## src/verilog/pao_pkg.sv

```systemverilog
// Shared constants and carrier types for the port B alternate-function block
package pao_pkg;

  // ----------------------------------------------------------------------
  // Port geometry and pin positions
  // ----------------------------------------------------------------------
  localparam int PAO_PORT_W = 8;
  localparam int PAO_PB_OSC_OUT = 7;
  localparam int PAO_PB_OSC_IN = 6;
  localparam int PAO_PB_SCK = 5;
  localparam int PAO_PB_MISO = 4;
  localparam int PAO_PB_MOSI = 3;
  localparam int PAO_PC_LO = 3;

  // ----------------------------------------------------------------------
  // Reset values
  // ----------------------------------------------------------------------
  localparam logic [7:0] PAO_DIR_RST = 8'h00;
  localparam logic [7:0] PAO_PORT_RST = 8'h00;
  localparam logic [7:0] PAO_PIN_RST = 8'h00;
  localparam logic [7:0] PAO_ZERO = 8'h00;

  // Override set that an owning peripheral hands to one pin
  typedef struct packed {
    logic pullup_override_en;
    logic pullup_override_val;
    logic dir_override_en;
    logic dir_override_val;
    logic value_override_en;
    logic value_override_val;
    logic toggle_override_en;
    logic input_en_override_en;
    logic input_en_override_val;
  } pao_ovr_s;

  // Resolved pad controls of one pin
  typedef struct packed {
    logic oe;
    logic out;
    logic pu;
    logic ie;
  } pao_pad_s;

  // Peripheral and clock-system state that owns port B alternate functions
  typedef struct packed {
    logic intrc;
    logic extck;
    logic async_t2;
    logic ext_clk;
    logic spi_en;
    logic spi_master;
    logic sck_out;
    logic miso_out;
    logic mosi_out;
    logic t2_cmp_en;
    logic t2_cmp_out;
    logic pc_group_en;
    logic [7:0] pc_mask;
  } pao_periph_s;

endpackage : pao_pkg

```

## src/verilog/pao_portb.sv

```systemverilog
// Port B pin logic with alternate-function overrides for bits 7 to 3
//
// What this block does
// - Pull-up override enable set: pull-up equals override value, nothing else.
// - Without pull-up override, pull-up on only for direction 0, port 1, disable 0.
// - Driver enable follows direction override value, else the direction bit.
// - Driven value is the value override when enabled, else the port bit.
// - Toggle override inverts the port bit on its way to the pad.
// - Input enable follows its override, else running or sleep clamp state.
// - Raw input taken after the clamp, before the port synchronizer.
// - Strobes shared per port; clock, clamp and pull-up disable global.
// - Each override set comes from the owning peripheral's own function.
// - Bit 7 as clock pin is no I/O; its bits read zero.
// - Bit 6 as clock pin is no I/O; its bits read zero.
// - Bit 6 carries the chip oscillator except with internal RC clock.
// - Timer oscillator pins only with internal RC and async timer clocking.
// - Async timer-2 with external clock clear: bit 7 is oscillator output.
// - Async timer-2 clocking: bit 6 becomes oscillator amplifier input.
// - SPI slave forces clock pin to input; master uses direction bit.
// - SPI master forces master-input pin to input; slave uses direction.
// - SPI slave forces master-output pin to input; master uses direction.
// - Pull-up of an SPI-forced input still follows its port bit.
// - Bits 7 to 3 are pin-change sources numbered by their bit.
// - Direction one drives port bit; zero is input, port bit one pulls up.
// - Writing one to a pin-input bit inverts the port bit.
`timescale 1ns/1ps

module pao_portb
  import pao_pkg::*;
#(
  parameter int PORT_W = PAO_PORT_W
) (
  // Clock and reset
  input wire logic MCLK,
  input wire logic RST_N,
  // Shared port strobes and write data
  input wire logic [7:0] WDATA,
  input wire logic DIR_WRITE_STROBE,
  input wire logic PORT_WRITE_STROBE,
  input wire logic PIN_WRITE_STROBE,
  input wire logic DIR_READ_STROBE,
  input wire logic PORT_READ_STROBE,
  input wire logic PIN_READ_STROBE,
  output logic [7:0] RDATA,
  // Global controls
  input wire logic SLEEP_CLAMP,
  input wire logic GLOBAL_PULLUP_DISABLE,
  // Owning peripherals
  input wire pao_periph_s PERIPH,
  input wire logic [7:0] TOGGLE_OVERRIDE_EN,
  output logic [7:0] RAW_PAD_INPUT,
  output logic [7:0] PIN_CHANGE_SRC,
  output logic [1:0] OSC_PATH_EN,
  // Pad side
  input wire logic [7:0] PAD_IN,
  output logic [7:0] PAD_OUT,
  output logic [7:0] PAD_OE,
  output logic [7:0] PAD_PULLUP,
  output logic [7:0] PAD_INPUT_EN
);

  // ----------------------------------------------------------------------
  // Elaboration check
  // ----------------------------------------------------------------------
  // Pin mapping below is wired for exactly one eight-bit port
  if (PORT_W != PAO_PORT_W) begin : g_bad_width
    $error("pao_portb: PORT_W must be 8");
  end

  // ----------------------------------------------------------------------
  // State
  // ----------------------------------------------------------------------
  typedef struct packed {
    logic [7:0] dir;
    logic [7:0] port;
    logic [7:0] sync1;
    logic [7:0] pin;
    logic [7:0] rdata;
    logic [7:0] raw;
    logic [7:0] pc_src;
    logic [1:0] osc;
    logic [7:0] pad_out;
    logic [7:0] pad_oe;
    logic [7:0] pad_pu;
    logic [7:0] pad_ie;
  } pao_state_s;

  pao_state_s q;
  pao_state_s d;
  pao_ovr_s ovr [8];
  logic [7:0] clk_pin;
  logic timer_osc_out;
  logic timer_osc_in;

  // ----------------------------------------------------------------------
  // Functions
  // ----------------------------------------------------------------------
  // Override set of one pin as its owning peripheral produces it
  function automatic pao_ovr_s owner_ovr(input int idx,
                                         input pao_periph_s p,
                                         input logic port_bit,
                                         input logic global_pullup_disable,
                                         input logic clk_b);
    pao_ovr_s o;
    logic slave;
    logic master;
    logic pc_on;
    o = '0;
    slave = p.spi_en & ~p.spi_master;
    master = p.spi_en & p.spi_master;
    pc_on = p.pc_mask[idx] & p.pc_group_en;
    o.input_en_override_en = pc_on;
    o.input_en_override_val = 1'b1;
    case (idx)
      PAO_PB_OSC_OUT, PAO_PB_OSC_IN: begin
        // Clock pin: pull-up and driver held off
        o.pullup_override_en = clk_b;
        o.dir_override_en = clk_b;
        o.input_en_override_en = clk_b | pc_on;
        // Clock pins feed the oscillator, not the digital input
        o.input_en_override_val = ~clk_b;
      end
      PAO_PB_SCK: begin
        o.pullup_override_en = slave;
        o.pullup_override_val = port_bit & ~global_pullup_disable;
        o.dir_override_en = slave;
        o.value_override_en = master;
        o.value_override_val = p.sck_out;
      end
      PAO_PB_MISO: begin
        o.pullup_override_en = master;
        o.pullup_override_val = port_bit & ~global_pullup_disable;
        o.dir_override_en = master;
        o.value_override_en = slave;
        o.value_override_val = p.miso_out;
      end
      PAO_PB_MOSI: begin
        o.pullup_override_en = slave;
        o.pullup_override_val = port_bit & ~global_pullup_disable;
        o.dir_override_en = slave;
        // Compare output shows only once software sets the direction bit
        o.value_override_en = master | p.t2_cmp_en;
        o.value_override_val = (master & p.mosi_out)
                               | (p.t2_cmp_en & p.t2_cmp_out);
      end
      default: begin
        o.input_en_override_val = 1'b1;
      end
    endcase
    return o;
  endfunction : owner_ovr

  // Resolve pad controls from overrides and port bits
  function automatic pao_pad_s resolve(input pao_ovr_s o,
                                       input logic dir_b,
                                       input logic port_b,
                                       input logic global_pullup_disable,
                                       input logic sleep);
    pao_pad_s r;
    r.oe = o.dir_override_en ? o.dir_override_val : dir_b;
    r.out = o.value_override_en ? o.value_override_val
                                : (port_b ^ o.toggle_override_en);
    r.pu = o.pullup_override_en ? o.pullup_override_val
                                : (~dir_b & port_b & ~global_pullup_disable);
    r.ie = o.input_en_override_en ? o.input_en_override_val
                                  : ~sleep;
    return r;
  endfunction : resolve

  // ----------------------------------------------------------------------
  // Clock-pin selection and override sets
  // ----------------------------------------------------------------------
  // Chip oscillator uses bit 6 unless the internal RC clock runs
  always_comb begin
    timer_osc_in = PERIPH.intrc & PERIPH.async_t2;
    timer_osc_out = timer_osc_in & ~PERIPH.ext_clk;
    clk_pin = PAO_ZERO;
    clk_pin[PAO_PB_OSC_IN] = ~PERIPH.intrc | timer_osc_in;
    // External clock drives bit 6 only, so bit 7 stays free then
    clk_pin[PAO_PB_OSC_OUT] = (~PERIPH.intrc & ~PERIPH.extck)
                              | timer_osc_out;
  end

  // Owner overrides ORed with the generic toggle request per pin
  always_comb begin
    for (int i = 0; i < 8; i++) begin
      ovr[i] = owner_ovr(i, PERIPH, q.port[i], GLOBAL_PULLUP_DISABLE,
                         clk_pin[i]);
      ovr[i].toggle_override_en = ovr[i].toggle_override_en
                                  | TOGGLE_OVERRIDE_EN[i];
    end
  end

  // ----------------------------------------------------------------------
  // Next state
  // ----------------------------------------------------------------------
  always_comb begin
    pao_pad_s pad;
    pad = '0;
    d = q;
    // Port write first, then pin-input toggle on top of it
    if (DIR_WRITE_STROBE) begin
      d.dir = WDATA;
    end
    if (PORT_WRITE_STROBE) begin
      d.port = WDATA;
    end
    if (PIN_WRITE_STROBE) begin
      d.port = d.port ^ WDATA;
    end
    for (int i = 0; i < 8; i++) begin
      pad = resolve(ovr[i], q.dir[i], q.port[i], GLOBAL_PULLUP_DISABLE,
                    SLEEP_CLAMP);
      d.pad_oe[i] = pad.oe;
      d.pad_out[i] = pad.out;
      d.pad_pu[i] = pad.pu;
      d.pad_ie[i] = pad.ie;
      // Clamp ahead of the synchronizer, as the Schmitt input does
      d.raw[i] = PAD_IN[i] & pad.ie;
    end
    // Two stages; the first is read only by the second
    d.sync1 = d.raw;
    d.pin = q.sync1;
    d.pc_src = PAO_ZERO;
    d.pc_src[7:PAO_PC_LO] = d.raw[7:PAO_PC_LO];
    d.osc = clk_pin[PAO_PB_OSC_OUT:PAO_PB_OSC_IN];
    // Clock pins hide their bits from software
    if (DIR_READ_STROBE | PORT_READ_STROBE | PIN_READ_STROBE) begin
      d.rdata = ((DIR_READ_STROBE ? q.dir : PAO_ZERO)
                | (PORT_READ_STROBE ? q.port : PAO_ZERO)
                | (PIN_READ_STROBE ? q.pin : PAO_ZERO))
                & ~clk_pin;
    end
  end

  // ----------------------------------------------------------------------
  // Registers
  // ----------------------------------------------------------------------
  always_ff @(posedge MCLK or negedge RST_N) begin
    if (!RST_N) begin
      q <= '0;
      q.dir <= PAO_DIR_RST;
      q.port <= PAO_PORT_RST;
      q.pin <= PAO_PIN_RST;
    end else begin
      q <= d;
    end
  end

  // Outputs straight from flops
  assign RDATA = q.rdata;
  assign RAW_PAD_INPUT = q.raw;
  assign PIN_CHANGE_SRC = q.pc_src;
  assign OSC_PATH_EN = q.osc;
  assign PAD_OUT = q.pad_out;
  assign PAD_OE = q.pad_oe;
  assign PAD_PULLUP = q.pad_pu;
  assign PAD_INPUT_EN = q.pad_ie;
endmodule : pao_portb
```

## config.mk

```make
export PLATFORM = sky130hd
export DESIGN_NAME = pao_portb
export DESIGN_NICKNAME = d
export VERILOG_FILES = /design/src/verilog/pao_pkg.sv /design/src/verilog/pao_portb.sv
export SDC_FILE = /design/constraint.sdc
export NUM_CORES = 1
export LEC_CHECK = 0
export BUFFER_PORTS_ARGS = -buffer_cell sky130_fd_sc_hd__buf_2
export CAP_MARGIN = 25
export CELL_PAD_IN_SITES_DETAIL_PLACEMENT = 0
export CELL_PAD_IN_SITES_GLOBAL_PLACEMENT = 1
export CORE_MARGIN = 1
export CORE_UTILIZATION = 38
export DETAILED_ROUTE_END_ITERATION = 6
export PLACE_DENSITY = 0.84
export RECOVER_POWER = 100
export SYNTH_ARGS = -nofsm -noshare
export SYNTH_HDL_FRONTEND = slang
export SYNTH_SLANG_ARGS = --single-unit
```

## constraint.sdc

```tcl
create_clock -name MCLK -period 1.2 [get_ports MCLK]
set_clock_uncertainty 0.1 [all_clocks]
set_input_delay 0.06 -clock MCLK [delete_from_list [all_inputs] [get_ports MCLK]]
set_output_delay 0.06 -clock MCLK [all_outputs]
set_load 0.03 [all_outputs]
```

==> run metrics <==
Layout area overhead 28.34%; WS Path Type flip-flop to flip-flop; Peak VDD IR 0.6727 mV; net switching power 1.694 mW; vias in the first global route 2210; CP max FO 4; max frequency 870.6 MHz; WHS 0.01659 ns; CP max stage cell a222oi_1; via/cell ratio 4.455; GRT Total Usage 16.60%; core area 8175 sq um; FFs w/ async S/R, synth 100.0%; register share of total power 50.1%; Antenna diodes 0; clock transition at the registers of the reported paths 0.07 ns; gr ovfl total 0; crit path cell chain a222oi_1, o22ai_2; Clk Tree Root Cell clkbuf_8; Post-synth EDFFs 0; Worst setup SP type flip-flop; YS warnings 0; Post-synth top cells 74 x dfrtp_1, 58 x buf_4, 30 x nand2_1; crit share post-route 95.72%; post-route ant nets 0; clock tree buffer depth 2; P_int 4.009 mW; final instance count without filler cells 492; pwr dens 1388 nW/um^2; DR DRC count 0; PortBufs 108; antenna violations before repair 0; Worst Path Required 1.31 ns; Tmin final 1.149 ns; Routed WL 6810 um; post-DP HPWL 4494 um; Pleak 2.012 nW; logic gate share of total power 21.4%; Vias 2192; Avg Cell Area, Syn 11.81 sq um; die width 93.78 um; initial drt markers 86; top cell type's share of synthesized area 57.86%; Post-Place Cells 428; Initial Util 39.15%; Rel. slew slack 57.19%; Finish-stage setup viols 0; CTS tree built; Post-layout nets 436; largest net degree at the start of global routing 75; ys flop type dfrtp_1; CTS Buf Count 9; RD Place Congestion 0.7113; Die Ht 93.78 um; Synth area leaders dfrtp_1 58%, buf_4 14%, nand2_1 3.5%; Die Area 8794 sq um; First-pass DRT Iterations 7; Cell Rows 33; worst stage delay on the critical path 0.42 ns; Slew Viols, Final 0; Avg WL per Cell 13.84 um; Unique masters post-synth 28; Post-Syn Area 3201 sq um; Setup TNS Final 0 ns; cell taking the most area after synthesis dfrtp_1; sequential area share after synthesis 57.86%; clock sinks 74; RSZ-0062 raised after global routing false; synthesized netlist cell count 271; I/O pins 112; share of cells above drive strength 1 37.98%; Multi-input gate area 850.8 sq um; #FFs+latches synth 74; first-pass GRT wire length 10790 um; status finished clean; max-cap violation count 0; crit path capture type flip-flop; Tightest Pin Transition 0.6421 ns; Switching Share 29.71%; fillcell total 758; final-report hold violation count 0; H-tree levels 3; Seq. cell area 1852 sq um; count leader, synth dfrtp_1; Crit path arrival time 1.25 ns; worst hold path class input pin to flip-flop; Skew-Pair Late Insertion Delay 0.33 ns; Clock Power Share 28.5%
## layout make-up
type	instances	area share (%)
multi-input combinational	126	20.71
clock inverter	3	0.3655
inverter	4	0.3655
clock buffer	13	3.625
tap	105	3.198
sequential	74	45.08
timing repair buffer	167	26.65
## metrics by stage
step | cell area, sq um | power, mW | util (%) | setup slack (ns)
2_1_floorplan | 3208 | 3.825 | - | 0.03123
3_3_place_gp | 3476 | 4.001 | 42.52 | 0.09034
3_5_place_dp | 3476 | 4.026 | 42.52 | 0.02964
4_1_cts | 4120 | 5.787 | 50.40 | 0.01496
5_1_grt | 4108 | 6.004 | 50.24 | 0.001674
6_report | 4108 | 5.703 | 50.24 | 0.05140
## power by group through the flow
| stage | sequential [mW] | clock [mW] | combinational [mW] |
|---|---|---|---|
| 6_report | 2.86 | 1.62 | 1.22 |
| 5_1_grt | 2.89 | 1.79 | 1.33 |
| 4_1_cts | 2.85 | 1.69 | 1.25 |
| 3_5_place_dp | 2.90 | 0 | 1.12 |
| 3_3_place_gp | 2.89 | 0 | 1.11 |
| 2_1_floorplan | 2.88 | 0 | 0.948 |
## routing by layer
metal / GRT usage, % / part of all wire (%)
met5: 0 / 0
met4: 6.026 / 1.1
met3: 6.796 / 9.7
met2: 27.13 / 49
met1: 19.56 / 41
## flip-flops by register name (all words and copies together), names as in the netlist
| signal | flops |
|---|---|
| PAD_INPUT_EN | 8 |
| PAD_OE | 8 |
| PIN_CHANGE_SRC | 1 |
| OSC_PATH_EN | 2 |
| PAD_OUT | 8 |
| d | 10 |
| q | 21 |
| PAD_PULLUP | 8 |
| RDATA | 8 |
## final timing paths
check | from | end | slack, ns | cells past startpoint
setup / recovery | q[89] | RDATA[7] | 0.05 | 2
hold / removal | PERIPH[17] | PAD_PULLUP[7] | 0.02 | 4
setup reg to reg | q[89] | RDATA[7] | 0.05 | 2
hold reg to reg | d[58] | q[58] | 0.28 | 0
max in group asynchronous | RST_N | RDATA[6] | 0.27 | 3
min in group asynchronous | RST_N | PAD_OE[1] | 0.30 | 3
## worst max-delay path: cells and delay by family (launching register included)
family / cells / cell delay [ns]
AOI/OAI and AO/OA: 2 / 0.52
DFF: 1 / 0.40
## kinds of logic after synthesis
group	share of synthesized area, %
other	0.1172
AO/OA/AOI/OAI	7.897
buffers and inverters	16.15
XOR/XNOR	3.557
multiplexers	4.027
flip-flops	57.86
AND/OR/NAND/NOR	10.40
## layout by cell type, fill, tap and decap left out, drive strengths merged
cell          n
nor3b         7
buf          56
xnor2         2
nand2        30
o22ai         5
a222oi        8
a32oi         1
and2         10
inv           4
conb          3
or3           1
a21oi        10
nor2          9
a211oi        1
dlygate4sd3  48
dfrtp        74
mux2          7
clkinv        3
nor4b         2
o21ai         8
nand2b        2
xor2         11
nor2b         4
mux2i         5
clkbuf       76
## what timing repair did
item | 4_1_cts | 5_1_grt
hold buffers | 48 | 0
resized for setup | 0 | 3
pin swaps | 1 | 2
setup endpoints to repair | 1 | 5
endpoints found under the hold margin | 123 | 0
setup buffers | 0 | 0
Note: power is estimated with default switching activity, not from simulation.
